$ cat src/bpdp_pkg.sv
// Constants and types shared by the parallel BCD data port
//======================================================================
// Function
// - All display digits are driven at once as parallel BCD groups on open-collector outputs, never multiplexed.
// - The output carries the selected measurement result and refreshes only when a new measurement completes.
// - While the display is held, no new BCD output refresh starts; one already under way still completes.
// - Output polarity is selectable; positive turns the transistor on for an asserted bit, negative leaves it off.
// - Take-up inhibit is asserted while output data changes; the reader samples only while it is deasserted.
// - The active level of take-up inhibit is selectable by configuration.
// - Input data polarity is selectable (high active means pin open), and the sign line uses the opposite sense.
// - While the latch is in its inhibit state, capture stops and the last captured value is kept.
// - Latch polarity is selectable: inhibit when the pin is shorted to ground or, alternatively, when open.
package bpdp_pkg;

	//==================================================================
	// Geometry
	localparam int DIGITS = 5;
	localparam int DATA_W = DIGITS * 4;

	//==================================================================
	// Register map (byte addresses)
	localparam logic [11:0] CTRL_OFS    = 12'h000;
	localparam logic [11:0] MEAS_OFS    = 12'h004;
	localparam logic [11:0] OUT_OFS     = 12'h008;
	localparam logic [11:0] IN_OFS      = 12'h00C;
	localparam logic [11:0] STATUS_OFS  = 12'h010;

	// Control fields
	localparam int CTRL_OUT_POS_BIT  = 0;
	localparam int CTRL_TI_HIGH_BIT  = 1;
	localparam int CTRL_IN_HIGH_BIT  = 2;
	localparam int CTRL_LATCH_OPEN_BIT = 3;
	localparam int CTRL_HOLD_BIT     = 4;
	localparam logic [4:0] CTRL_RESET = 5'h01;

	//==================================================================
	// Take-up inhibit timing
	localparam int CLK_HZ       = 40_000_000;
	localparam int TI_SETUP_NS  = 1000;
	localparam int TI_HOLD_NS   = 1000;
	localparam int TI_SETUP_CYC = (TI_SETUP_NS * (CLK_HZ / 1_000_000) + 999) / 1000;
	localparam int TI_HOLD_CYC  = (TI_HOLD_NS * (CLK_HZ / 1_000_000) + 999) / 1000;
	localparam int CNT_W        = 8;

	//==================================================================
	// Output update sequencer
	typedef enum logic [2:0] {
		BPDP_IDLE  = 3'b001,
		BPDP_SETUP = 3'b010,
		BPDP_HOLD  = 3'b100
	} bpdp_state_type;

endpackage : bpdp_pkg

$ cat src/bpdp_port.sv
// Parallel BCD data port: output side, input side and APB registers
`timescale 1ns/1ps
`default_nettype none
module bpdp_port
	import bpdp_pkg::*;
(
	input  wire logic              core_clk,
	input  wire logic              sys_rst,
	// APB slave
	input  wire logic              psel,
	input  wire logic              penable,
	input  wire logic              pwrite,
	input  wire logic [11:0]       paddr,
	input  wire logic [31:0]       pwdata,
	output var  logic [31:0]       prdata,
	output var  logic              pready,
	output var  logic              pslverr,
	// Measurement source
	input  wire logic              meas_valid,
	input  wire logic [DATA_W-1:0] meas_digits,
	input  wire logic              meas_negative,
	// Output pins, level high means transistor conducting
	output var  logic [DATA_W-1:0] bcd_out_on,
	output var  logic              sign_out_on,
	output var  logic              take_up_inhibit_on,
	// Input pins, level high means pin open
	input  wire logic [DATA_W-1:0] bcd_in_open,
	input  wire logic              sign_in_open,
	input  wire logic              latch_in_open
);

	//==================================================================
	// Registers
	logic [4:0]        ctrl_reg;
	logic [DATA_W:0]   meas_reg;       // Sign on top, digits below
	logic              meas_new_reg;
	logic [DATA_W:0]   out_reg;
	logic [DATA_W:0]   in_reg;
	logic              ti_reg;
	logic [CNT_W-1:0]  cnt_reg;
	bpdp_state_type    state_reg;
	logic [DATA_W+1:0] pin_s1_reg;
	logic [DATA_W+1:0] pin_s2_reg;

	//==================================================================
	// Control decode
	wire out_pos    = ctrl_reg[CTRL_OUT_POS_BIT];
	wire ti_high    = ctrl_reg[CTRL_TI_HIGH_BIT];
	wire in_high    = ctrl_reg[CTRL_IN_HIGH_BIT];
	wire latch_open = ctrl_reg[CTRL_LATCH_OPEN_BIT];
	wire hold       = ctrl_reg[CTRL_HOLD_BIT];

	//==================================================================
	// APB address decode, one hit line per register
	wire hit_ctrl   = (paddr == CTRL_OFS);
	wire hit_meas   = (paddr == MEAS_OFS);
	wire hit_out    = (paddr == OUT_OFS);
	wire hit_in     = (paddr == IN_OFS);
	wire hit_status = (paddr == STATUS_OFS);
	wire mapped     = hit_ctrl | hit_meas | hit_out | hit_in | hit_status;

	// Setup phase starts the answer, access phase commits a write
	wire apb_setup = psel & ~penable;
	wire apb_wr    = psel & penable & pwrite;
	wire ctrl_wr   = apb_wr & hit_ctrl;     // Only control is writable

	//==================================================================
	// Input decode from synchronised pins
	wire [DATA_W-1:0] in_digits = in_high ? pin_s2_reg[DATA_W-1:0] : ~pin_s2_reg[DATA_W-1:0];
	wire              in_sign   = in_high ? ~pin_s2_reg[DATA_W] : pin_s2_reg[DATA_W];
	wire              latch_inh = latch_open ? pin_s2_reg[DATA_W+1] : ~pin_s2_reg[DATA_W+1];
	wire              ti_active = (state_reg != BPDP_IDLE);

	//==================================================================
	// Pin output next values, polarity applied ahead of the flop
	wire [DATA_W-1:0] bcd_out_next  = out_pos ? out_reg[DATA_W-1:0] : ~out_reg[DATA_W-1:0];
	wire              sign_out_next = out_pos ? out_reg[DATA_W] : ~out_reg[DATA_W];
	wire              ti_out_next   = ti_high ? ti_active : ~ti_active;

	// Pin outputs: registered so the open-collector drivers never glitch
	always_ff @(posedge core_clk) begin
		if (sys_rst) begin
			bcd_out_on         <= '0;
			sign_out_on        <= 1'b0;
			take_up_inhibit_on <= 1'b0;
		end else begin
			bcd_out_on         <= bcd_out_next;
			sign_out_on        <= sign_out_next;
			take_up_inhibit_on <= ti_out_next;
		end
	end

	//==================================================================
	// Two-flop synchroniser for all input pins
	always_ff @(posedge core_clk) begin
		if (sys_rst) begin
			pin_s1_reg <= '0;
			pin_s2_reg <= '0;
		end else begin
			pin_s1_reg <= {latch_in_open, sign_in_open, bcd_in_open};
			pin_s2_reg <= pin_s1_reg;
		end
	end

	//==================================================================
	// Input capture, frozen while the latch inhibits it
	always_ff @(posedge core_clk) begin
		if (sys_rst) begin
			in_reg <= '0;
		end else if (!latch_inh) begin
			in_reg <= {in_sign, in_digits};
		end
	end

	//==================================================================
	// Measurement catch: a new result waits for the sequencer; one arriving while held is dropped
	always_ff @(posedge core_clk) begin
		if (sys_rst) begin
			meas_reg     <= '0;
			meas_new_reg <= 1'b0;
		end else if (meas_valid) begin
			meas_reg     <= {meas_negative, meas_digits};
			meas_new_reg <= ~hold;
		end else if (state_reg == BPDP_IDLE && meas_new_reg) begin
			meas_new_reg <= 1'b0;
		end
	end

	//==================================================================
	// Sequencer conditions; a held display never starts a refresh
	wire seq_start = meas_new_reg & ~hold;
	wire cnt_zero  = (cnt_reg == '0);

	//==================================================================
	// Update sequencer: inhibit rises, data changes mid-window, inhibit falls
	// The window keeps a reader that samples late from seeing mixed digits
	always_ff @(posedge core_clk) begin
		if (sys_rst) begin
			state_reg <= BPDP_IDLE;
			cnt_reg   <= '0;
			out_reg   <= '0;
		end else begin
			case (state_reg)
				BPDP_IDLE: begin
					if (seq_start) begin
						state_reg <= BPDP_SETUP;
						cnt_reg   <= CNT_W'(TI_SETUP_CYC - 1);
					end
				end
				BPDP_SETUP: begin
					if (cnt_zero) begin
						out_reg   <= meas_reg;
						state_reg <= BPDP_HOLD;
						cnt_reg   <= CNT_W'(TI_HOLD_CYC - 1);
					end else begin
						cnt_reg <= cnt_reg - 1'b1;
					end
				end
				BPDP_HOLD: begin
					if (cnt_zero) begin
						state_reg <= BPDP_IDLE;
					end else begin
						cnt_reg <= cnt_reg - 1'b1;
					end
				end
				default: begin
					state_reg <= BPDP_IDLE;
				end
			endcase
		end
	end

	//==================================================================
	// APB: zero-wait slave, unmapped addresses answer with an error
	// Status bits, all live views of internal state
	wire st_ti_active  = ti_active;
	wire st_hold_phase = (state_reg == BPDP_HOLD);
	wire st_pending    = meas_new_reg;
	wire st_latch_inh  = latch_inh;

	// Read words, zero extended to the bus width
	wire [31:0] rd_ctrl   = {27'h0, ctrl_reg};
	wire [31:0] rd_meas   = {11'h0, meas_reg};
	wire [31:0] rd_out    = {11'h0, out_reg};
	wire [31:0] rd_in     = {11'h0, in_reg};
	wire [31:0] rd_status = {28'h0, st_latch_inh, st_pending, st_hold_phase, st_ti_active};

	wire [31:0] rd_mux =
		hit_ctrl   ? rd_ctrl :
		hit_meas   ? rd_meas :
		hit_out    ? rd_out :
		hit_in     ? rd_in :
		hit_status ? rd_status :
		32'h0;

	// Answer next values: the answer stands for the access cycle only
	wire        pready_next  = apb_setup;
	wire        pslverr_next = apb_setup & ~mapped;
	wire [31:0] prdata_next  = (apb_setup & ~pwrite) ? rd_mux : 32'h0;

	always_ff @(posedge core_clk) begin
		if (sys_rst) begin
			ctrl_reg <= CTRL_RESET;
		end else if (ctrl_wr) begin
			ctrl_reg <= pwdata[4:0];
		end
	end

	always_ff @(posedge core_clk) begin
		if (sys_rst) begin
			prdata  <= '0;
			pready  <= 1'b0;
			pslverr <= 1'b0;
		end else begin
			pready  <= pready_next;
			pslverr <= pslverr_next;
			prdata  <= prdata_next;
		end
	end

endmodule : bpdp_port
`default_nettype wire

$ cat config.mk
export PLATFORM = sky130hd
export DESIGN_NAME = bpdp_port
export DESIGN_NICKNAME = d
export VERILOG_FILES = /design/src/bpdp_pkg.sv /design/src/bpdp_port.sv
export SDC_FILE = /design/constraint.sdc
export NUM_CORES = 1
export LEC_CHECK = 0
export BUFFER_PORTS_ARGS = -buffer_cell sky130_fd_sc_hd__clkbuf_2
export CORE_UTILIZATION = 32
export DETAILED_ROUTE_END_ITERATION = 8
export REMOVE_ABC_BUFFERS = 1
export SLEW_MARGIN = 20
export SYNTH_ARGS = -nofsm -noshare
export SYNTH_HDL_FRONTEND = slang
export SYNTH_SLANG_ARGS = --single-unit
$ cat constraint.sdc
create_clock -name core_clk -period 3.9 [get_ports core_clk]
set_clock_uncertainty 0.05 [all_clocks]
set_input_delay 0.39 -clock core_clk [delete_from_list [all_inputs] [get_ports core_clk]]
set_output_delay 0.39 -clock core_clk [all_outputs]
set_load 0.01 [all_outputs]
==> metrics, run 1 <==
layout cells sized above 1 0.2296; CTS sink count about 170; CTS tree built; critical path class flop to flop; post-route ant nets 0; Netlist Area Pre-Place roughly 0.0066 sq mm; worst setup path start cnt_reg[0]$_SDFFE_PP0P_; clk_lat worst skew between 0.4 and 0.5 ns; area grow syn2layout 19.68%; register area share after synthesis 0.5101; top-area cell type share of the netlist area 0.5101; status complete, no violations; cell taking the most area after synthesis dfxtp_1; Root Driver clkbuf_16; nets@finish 866; vias in the first global route approximately 4500; Setup crit start kind flop; EDFF count, synth 0; Avg Cell Area, Syn about 9.7 sq um; async set or reset register ratio after synthesis 0; total gr overflow 0; clock-pin slew on the worst setup and hold paths approximately 0.060 ns; Final setup viols 0; setup_tns 0 ns; required time of the critical path ~4.1 ns; Final period util 0.6120; Hold WC Path Type primary input to flop; Worst EP arrival approximately 2.6 ns; critical path endpoint out_reg[12]$_SDFFE_PP0P_; FF-to-FF End out_reg[12]$_SDFFE_PP0P_; most numerous cell in the Yosys netlist dfxtp_1; Via density 4.532; Reg2Reg Depth 7; total CTS buffers 17; placed insts a little over 1000; drt wl/cell around 15 um; Top Ports approximately 150; initial antenna violation count 1; fin crit period 2.387 ns; Initial Utilization 0.3267; Primary FF master, synth dfxtp_1; # DRC 0; worst-path maximum fanout 21; Floorplan Core Area ~0.02 sq mm; Non-Filler Instances approximately 1100; slew margin rel. 0.3622; max_cap viols 0; die extent in y ~150 um; Post-Syn Instances 682; Worst Tran Pin Value approximately 0.94 ns; Die ar. 0.02131 sq mm; R2R Path Start cnt_reg[0]$_SDFFE_PP0P_; leakage power approximately 3.1 nW; first-pass GRT wire length ~25 mm; fillcell total ~2100; GPL Wtd Cong 0.8236; distinct cell type count after synthesis 55; Post-CTS Resized 0; Yosys reg bits roughly 170; Longest Clk Path Bufs 2; RSZ-0062 raised after global routing no; post-DP HPWL 10.07 mm; Post-CTS Setup Inserts 0; Die X 146.0 um; Port-buffer cells 110; kind of end point of the critical path flop; Peak supply drop approximately 0.00025 V; htree depth 4; largest cells by area after synthesis dfxtp_1, mux2i_1, nor2_1; Pins Over Slew Limit 0; Fmax between 400 and 500 MHz; Pre-antenna DRT Iters 5; YS warnings 0; largest net degree at the start of global routing 77; GR Util All Layers 0.1498; Final Hold Vio Count 0; starting DRC count in detailed routing between 150 and 200; Cell Pwr Density between 400 and 500 mW/mm^2; Post-CTS Hold Buffers 0; routed vias around 4800; Worst R2R Setup Slack roughly 1.5 ns; synth cell count leaders dfxtp_1, nor2_1, nand2_1; row cnt 52; Routed WL approximately 15 mm
layout by cell type (no fill, tap or decap), types with 4 or more instances in the layout:
master,n
dfxtp_1,169
clkbuf_2,109
nor2_1,96
nand2_1,55
mux2i_1,49
nor2b_1,46
a21oi_1,28
xnor2_1,24
xor2_1,21
mux2_2,18
clkbuf_16,17
a22oi_1,16
conb_1,11
inv_1,9
buf_4,9
nand3_1,7
o21ai_0,7
a31oi_1,6
nor3_1,6
nor3b_1,5
or3_1,4
nand2b_1,4
routing by layer:
| metal | track usage | share of wire |
|---|---|---|
| met5 | 0 | 0 |
| met4 | 0.07865 | 0.032 |
| met3 | 0.03605 | 0.042 |
| met2 | 0.2361 | 0.47 |
| met1 | 0.1899 | 0.46 |
final cells by class:
| class | instances | area (sq um) | share of cell area |
|---|---|---|---|
| diodes | 1 | 2.502 | 0.0003153 |
| repair buffers | 118 | 613.1 | 0.07724 |
| flip-flops and latches | 169 | 3383 | 0.4262 |
| multi-input cells | 457 | 3030 | 0.3818 |
| clock inverters | 11 | 90.09 | 0.01135 |
| inverters | 9 | 33.78 | 0.004256 |
| clock buffers | 20 | 446.7 | 0.05627 |
| well taps | 270 | 337.8 | 0.04256 |
through the flow:
stage / utilization / area [sq um] / hold slack [ns] / setup slack (ns) / total power [W]
2_1_floorplan: - / 6401 / 0.3638 / 1.574 / 0.002010
3_3_place_gp: 0.3634 / 7376 / 0.3659 / 1.188 / 0.002132
3_5_place_dp: 0.3634 / 7376 / 0.3704 / 1.163 / 0.002134
4_1_cts: 0.3898 / 7913 / 0.09251 / 1.516 / 0.003692
5_1_grt: 0.3910 / 7938 / 0.09449 / 1.311 / 0.003814
6_report: 0.3910 / 7938 / 0.09686 / 1.513 / 0.003658
worst max-delay path, stage by stage (launching register included):
cell	delay, ns
dfxtp_1	0.38
inv_1	0.08
ha_1	0.29
nor3b_1	0.48
and4b_1	0.26
buf_4	0.39
mux2i_1	0.23
nor2_1	0.06
kinds of logic (layout without fill, tap and decap cells):
kind of cell             count (synthesis)  in the layout  share of synthesized area
XOR/XNOR                                47             47                    0.06206
buffers and inverters                   66            158                    0.04565
AND/OR/NAND/NOR                        247            247                     0.1875
flip-flops                             169            169                     0.5101
AO/OA/AOI/OAI                           83             83                    0.08433
adder cells (fa/ha/maj)                  1              1                   0.001886
multiplexers                            68             68                     0.1079
other                                    1             12                  0.0005654
how the worst min path moves through the flow:
stage                               from  cells after the start                         to
3_5_place_dp    pin_s1_reg[7]$_SDFF_PP0_                      1   pin_s2_reg[7]$_SDFF_PP0_
3_3_place_gp   pin_s1_reg[12]$_SDFF_PP0_                      1  pin_s2_reg[12]$_SDFF_PP0_
2_1_floorplan   pin_s1_reg[0]$_SDFF_PP0_                      1   pin_s2_reg[0]$_SDFF_PP0_
5_1_grt                          sys_rst                      2  bcd_out_on[15]$_SDFF_PP0_
6_report                         sys_rst                      2  bcd_out_on[15]$_SDFF_PP0_
4_1_cts                          sys_rst                      2  bcd_out_on[15]$_SDFF_PP0_
report_power, final:
part	internal (W)	total, W	leakage (nW)	switching [W]
sequential	0.00178	0.00183	1.38	0.0000405
combinational	0.000119	0.000270	1.45	0.000152
clock	0.000841	0.00156	0.257	0.000722
total	0.00274	0.00366	3.09	0.000914
Note: power is estimated with default switching activity, not from simulation.
==> run 2, diff against run 1 <==
--- a/config.mk
+++ b/config.mk
@@ -5,6 +5,7 @@
 export SDC_FILE = /design/constraint.sdc
 export NUM_CORES = 1
 export LEC_CHECK = 0
+export ABC_AREA = 1
 export BUFFER_PORTS_ARGS = -buffer_cell sky130_fd_sc_hd__clkbuf_2
 export CORE_UTILIZATION = 32
 export DETAILED_ROUTE_END_ITERATION = 8
==> constraint.sdc (replaced) <==
create_clock -name core_clk -period 2.2 [get_ports core_clk]
set_clock_uncertainty 0.05 [all_clocks]
set_input_delay 0.22 -clock core_clk [delete_from_list [all_inputs] [get_ports core_clk]]
set_output_delay 0.22 -clock core_clk [all_outputs]
set_load 0.01 [all_outputs]
==> run 2 against run 1 <==
Compared with the run above: cell area grew 6.8%; flip-flop and latch count is the same; die area grew 1.4%; largest power group unchanged; non-clock buffer count grew 49; synthesized cell count grew 25%; setup slack lost 1.1 ns; combinational power grew to 4.5 times the previous value; largest cell class unchanged.
==> metrics, run 2 <==
Cell Pwr Density between 800 and 900 mW/mm^2; Register Area about 0.0034 sq mm; RSZ-0062 raised after global routing no; Worst EP arrival roughly 2.1 ns; Die ar. approximately 0.022 sq mm; commonest non-fill, non-tap cell in the layout dfxtp_1; status complete, no violations; YS warnings 0; Pre-antenna DRT Iters 7; die extent in y 147.0 um; total gr overflow 0; Initial Utilization 0.3291; Post-Syn Instances 855; leakage power between 3 and 4 nW; Routed WL 16.30 mm; multi-input logic area between 0.002 and 0.003 sq mm; clk_lat worst skew around 0.43 ns; CTS tree built; power share of the clock group 0.376; slew margin rel. 0.5931; fin crit period ~1.8 ns; top-area cell type share of the netlist area 0.5032; required time of the critical path between 2 and 2.5 ns; Longest Clk Path Bufs 2; max_cap viols 0; EDFF count, synth 0; DRT met1 WL roughly 7.3 mm; Final period util 0.8247; Post-CTS Resized 0; Fmax around 550 MHz; Non-Filler Instances 1282; largest net degree at the start of global routing 90; ANT cells 0; Avg Cell Area, Syn a little under 8 sq um; synth cell count leaders dfxtp_1, inv_1, nor2_1; largest cells by area after synthesis dfxtp_1, inv_1, o21ai_0; clock-pin slew on the worst setup and hold paths approximately 0.070 ns; placed insts approximately 1200; Hold WC Path Type primary input to flop; routed vias 5566; DR WL met2 a little under 8 mm; Gate power share 0.165; most numerous cell in the Yosys netlist dfxtp_1; Final setup viols 0; async set or reset register ratio after synthesis 0; Setup crit start kind flop; Netlist Area Pre-Place between 0.006 and 0.007 sq mm; initial antenna violation count 0; Via density 4.342; Port-buffer cells 110; fillcell total ~2100; cell taking the most area after synthesis dfxtp_1; nets@finish between 1000 and 1500; worst-path maximum fanout 8; Die X 147.0 um; htree depth 4; starting DRC count in detailed routing 363; dpl ws approximately 0.38 ns; fin util 0.4148; vias in the first global route approximately 5200; Switch Pwr between 0.002 and 0.0025 W; setup_tns 0 ns; Yosys reg bits 169; GPL Wtd Cong between 0.8 and 0.9; Worst Tran Pin Value 0.6104 ns; Post-CTS Setup Inserts 0; Pint 0.005186 W; max layer used met4; first-pass GRT wire length about 26 mm; metal3 WL approximately 890 um; kind of end point of the critical path flop; worst setup margin between 0.3 and 0.4 ns; GR Util All Layers 0.1578; post-route ant nets 0; # DRC 0; register area share after synthesis 0.5032; area grow syn2layout 26.03%; Top Ports between 100 and 150; Post-CTS Hold Buffers between 40 and 50; Final Hold Vio Count 0; layout cells sized above 1 0.1986; Primary FF master, synth dfxtp_1; post-DP HPWL roughly 11 mm; Peak supply drop approximately 0.00046 V; CTS sink count 169; Floorplan Core Area a little over 0.02 sq mm; drt wl/cell 12.72 um; Root Driver clkbuf_16; sw frac 0.2977; total CTS buffers 17; distinct cell type count after synthesis 40; commonest non-fill, non-tap cells in the layout dfxtp_1, inv_1, nor2_1, clkbuf_2, o21ai_0; Pins Over Slew Limit 0; critical path class flop to flop; row cnt between 50 and 60; sequential share of power 0.459
## run 2: cell count changes after synthesis, moves of 16 or more
cell and delta:
mux2_2 -18, nand2_1 +21, inv_1 +121, mux2i_1 -49, nor2b_1 -46, a21oi_1 +53
nand3_1 +44, a22oi_1 -16, o21ai_0 +87, xor2_1 -20
## run 2: cell families (layout without fill, tap and decap cells)
group | after synthesis | count (layout) | synth area share
simple gates | 271 | 271 | 0.1827
fa+ha+maj | 1 | 1 | 0.001861
buf+inv | 193 | 340 | 0.1219
flops | 169 | 169 | 0.5032
other cells | 1 | 11 | 0.0005577
compound gates | 197 | 197 | 0.1587
xor+xnor | 23 | 23 | 0.03108
## run 2: worst paths after layout
| check | startpoint | end | slack, ns | cells after the start |
|---|---|---|---|---|
| worst max-delay path | cnt_reg[0]$_SDFFE_PP0P_ | cnt_reg[5]$_SDFFE_PP0P_ | 0.39 | 13 |
| worst min-delay path | pwdata[1] | ctrl_reg[1]$_SDFFE_PP0P_ | 0.02 | 3 |
| worst max register to register | cnt_reg[0]$_SDFFE_PP0P_ | cnt_reg[5]$_SDFFE_PP0P_ | 0.39 | 13 |
| worst min register to register | pin_s1_reg[12]$_SDFF_PP0_ | pin_s2_reg[12]$_SDFF_PP0_ | 0.35 | 2 |
## run 2: cell type report
class	count	share of cell area
clock buffer	18	0.05064
sequential	169	0.3992
timing repair buffer	167	0.1299
clock inverter	14	0.01344
tap	270	0.03986
inverter	141	0.06363
multi-input combinational	503	0.3033
## run 2: stage by stage
stage / power, W / area (sq um) / hold WS (ns)
3_5_place_dp: 0.004611 / 7491 / 0.3427
4_1_cts: 0.007440 / 8474 / 0.008090
2_1_floorplan: 0.004274 / 6481 / 0.2391
5_1_grt: 0.007770 / 8474 / 0.01967
3_3_place_gp: 0.004592 / 7491 / 0.3399
6_report: 0.007384 / 8474 / 0.02369
## run 2: power by group through the flow
stage          logic (W)  clock network (W)  registers (W)
2_1_floorplan   0.000833                  0        0.00344
3_3_place_gp     0.00114                  0        0.00345
3_5_place_dp     0.00115                  0        0.00346
4_1_cts          0.00122            0.00283        0.00339
5_1_grt          0.00140            0.00296        0.00342
6_report         0.00122            0.00278        0.00339
## run 2: metal layers
metal	vias to the layer above	GRT usage
met2	138	0.2652
li1	2966	-
met5	-	0
met4	0	0.06701
met3	19	0.03416
met1	2443	0.1949
## run 2: worst max-delay path, stage by stage, from the launching register on
cell	delay, ns
dfxtp_1	0.30
inv_1	0.10
ha_1	0.23
inv_1	0.07
nor2_1	0.11
nand2_1	0.12
nor2_4	0.17
nand2_2	0.09
nand3_4	0.13
inv_2	0.09
nand2_1	0.08
nand3_1	0.07
nand2_1	0.06
inv_1	0.04
==> run 3, diff against run 2 <==
==> constraint.sdc (replaced) <==
create_clock -name core_clk -period 1.85 [get_ports core_clk]
set_clock_uncertainty 0.05 [all_clocks]
set_input_delay 0.185 -clock core_clk [delete_from_list [all_inputs] [get_ports core_clk]]
set_output_delay 0.185 -clock core_clk [all_outputs]
set_load 0.01 [all_outputs]
==> run 3 against run 2 <==
Compared with the run above: flip-flop and latch count did not move; die area did not move; sequential share of layout area fell by 0.64 points; core utilization rose by 0.67 points; combinational power rose by 26%; fmax rose by 7.5%; power rose by 22%; global-route usage rose by 0.32 points; critical path type unchanged; critical endpoint unchanged.
==> metrics, run 3 (same netlist as run 2, synthesis figures left out) <==
grt met3 use 0.03602; Cell Pwr Density 1049 mW/mm^2; die extent in y roughly 150 um; Routed WL 16.52 mm; dpl ws just under 0.07 ns; leakage power approximately 3.8 nW; max_cap viols 0; Setup crit start kind flop; Initial Utilization 0.3291; fin crit period ~1.7 ns; Pre-antenna DRT Iters 4; initial antenna violation count 0; Worst Tran Pin Value 0.6406 ns; post-DP HPWL around 11 mm; met1 usage 0.1979; commonest non-fill, non-tap cells in the layout dfxtp_1, inv_1, nor2_1, clkbuf_2, o21ai_0; Root Driver clkbuf_16; Peak supply drop 0.0005323 V; drt wl/cell around 13 um; clk_lat worst skew 0.42 ns; slew margin rel. 0.5729; starting DRC count in detailed routing 270; CTS sink count 169; Final period util 0.9127; Via density approximately 4.4; ANT cells 0; first-pass GRT wire length ~27 mm; Floorplan Core Area 0.02043 sq mm; Pins Over Slew Limit 0; Top Ports around 150; kind of end point of the critical path flop; layout cells sized above 1 0.2029; worst-path maximum fanout 8; Register Area ~0.0034 sq mm; status complete, no violations; Most Crowded Layer GR met2; total CTS buffers 17; required time of the critical path approximately 2.1 ns; Worst R2R Setup Slack roughly 0.16 ns; # DRC 0; Hold WC Path Type primary input to flop; met2 Use GR 0.2758; Final Hold Vio Count 0; critical path class flop to flop; nets@finish about 1100; commonest non-fill, non-tap cell in the layout dfxtp_1; worst setup margin between 0.15 and 0.2 ns; clock-pin slew on the worst setup and hold paths 0.07 ns; multi-input logic area ~0.0026 sq mm; Longest Clk Path Bufs 2; CTS tree built; GR Util All Layers 0.1610; setup_tns 0 ns; largest net degree at the start of global routing 91; Worst EP arrival between 1.5 and 2 ns; routed vias 5632; htree depth 4; RSZ-0062 raised after global routing no; row cnt 52; area grow syn2layout 28.08%; fin util 0.4215; fillcell total 2137; Fmax 592.2 MHz; post-route ant nets 0; total gr overflow 0; Die X about 150 um; GPL Wtd Cong ~0.8; Port-buffer cells 110; vias in the first global route between 5000 and 6000; Final setup viols 0; Die ar. between 0.02 and 0.025 sq mm
## run 3: cell count changes in the layout (fill, tap and decap cells not counted), moves of 2 or more
cell           previous run  this run
inv_8                     2         0
o21ai_0                  94        89
buf_12                    1         3
clkbuf_8                  0         2
inv_1                   130       128
dlygate4sd3_1            44        48
o21ai_1                   3         8
inv_2                     7         9
## run 3: cell type report
type                            count  area share
Clock buffer                       21     0.05347
Clock inverter                     11     0.01264
Inverter                          141     0.06262
Multi-Input combinational cell    503      0.2999
Sequential cell                   169      0.3929
Tap cell                          270     0.03923
Timing Repair Buffer              175      0.1393
## run 3: routing by layer
layer / vias to the layer above / wire length [um]
met5: - / 0
met4: 0 / 232
met3: 16 / 734
met2: 120 / 8066
met1: 2524 / 7483
li1: 2972 / -
## run 3: final timing paths
check                            start                   endpoint  cells past startpoint
min                               psel          pready$_SDFF_PP0_                      3
max            cnt_reg[0]$_SDFFE_PP0P_    cnt_reg[5]$_SDFFE_PP0P_                     13
max reg2reg    cnt_reg[0]$_SDFFE_PP0P_    cnt_reg[5]$_SDFFE_PP0P_                     13
min reg2reg  pin_s1_reg[10]$_SDFF_PP0_  pin_s2_reg[10]$_SDFF_PP0_                      2
## run 3: timing repair
item	in CTS	in global routing
endpoints found under the setup margin	0	28
gates resized for setup	0	10
setup buffers	0	2
endpoints found under the hold margin	48	0
hold buffers	48	0
## run 3: power by group
group	switching (W)	internal (W)	leakage, nW
registers	0.000149	0.00389	1.38
logic	0.000933	0.000610	2.18
clock network	0.00151	0.00195	0.279
total	0.00259	0.00644	3.84
## run 3: critical path, stage by stage (launching register included)
cell and delay (ns):
dfxtp_1 0.31, inv_2 0.09, ha_4 0.15, inv_1 0.05
nor2_1 0.11, nand2_1 0.11, nor2_4 0.18, nand2_2 0.08
nand3_4 0.12, inv_2 0.09, nand2_1 0.07, nand3_1 0.07
nand2_1 0.06, inv_1 0.04
## run 3: metrics by stage
step | total power [W] | std cells | cell area [sq um] | hold slack (ns)
2_1_floorplan | 0.005083 | 813 | 6481 | 0.2041
3_3_place_gp | 0.005465 | 1208 | 7531 | 0.3358
3_5_place_dp | 0.005481 | 1208 | 7531 | 0.3348
4_1_cts | 0.009030 | 1288 | 8581 | 0.02049
5_1_grt | 0.009542 | 1290 | 8612 | 0.03922
6_report | 0.009031 | 1290 | 8612 | 0.02985
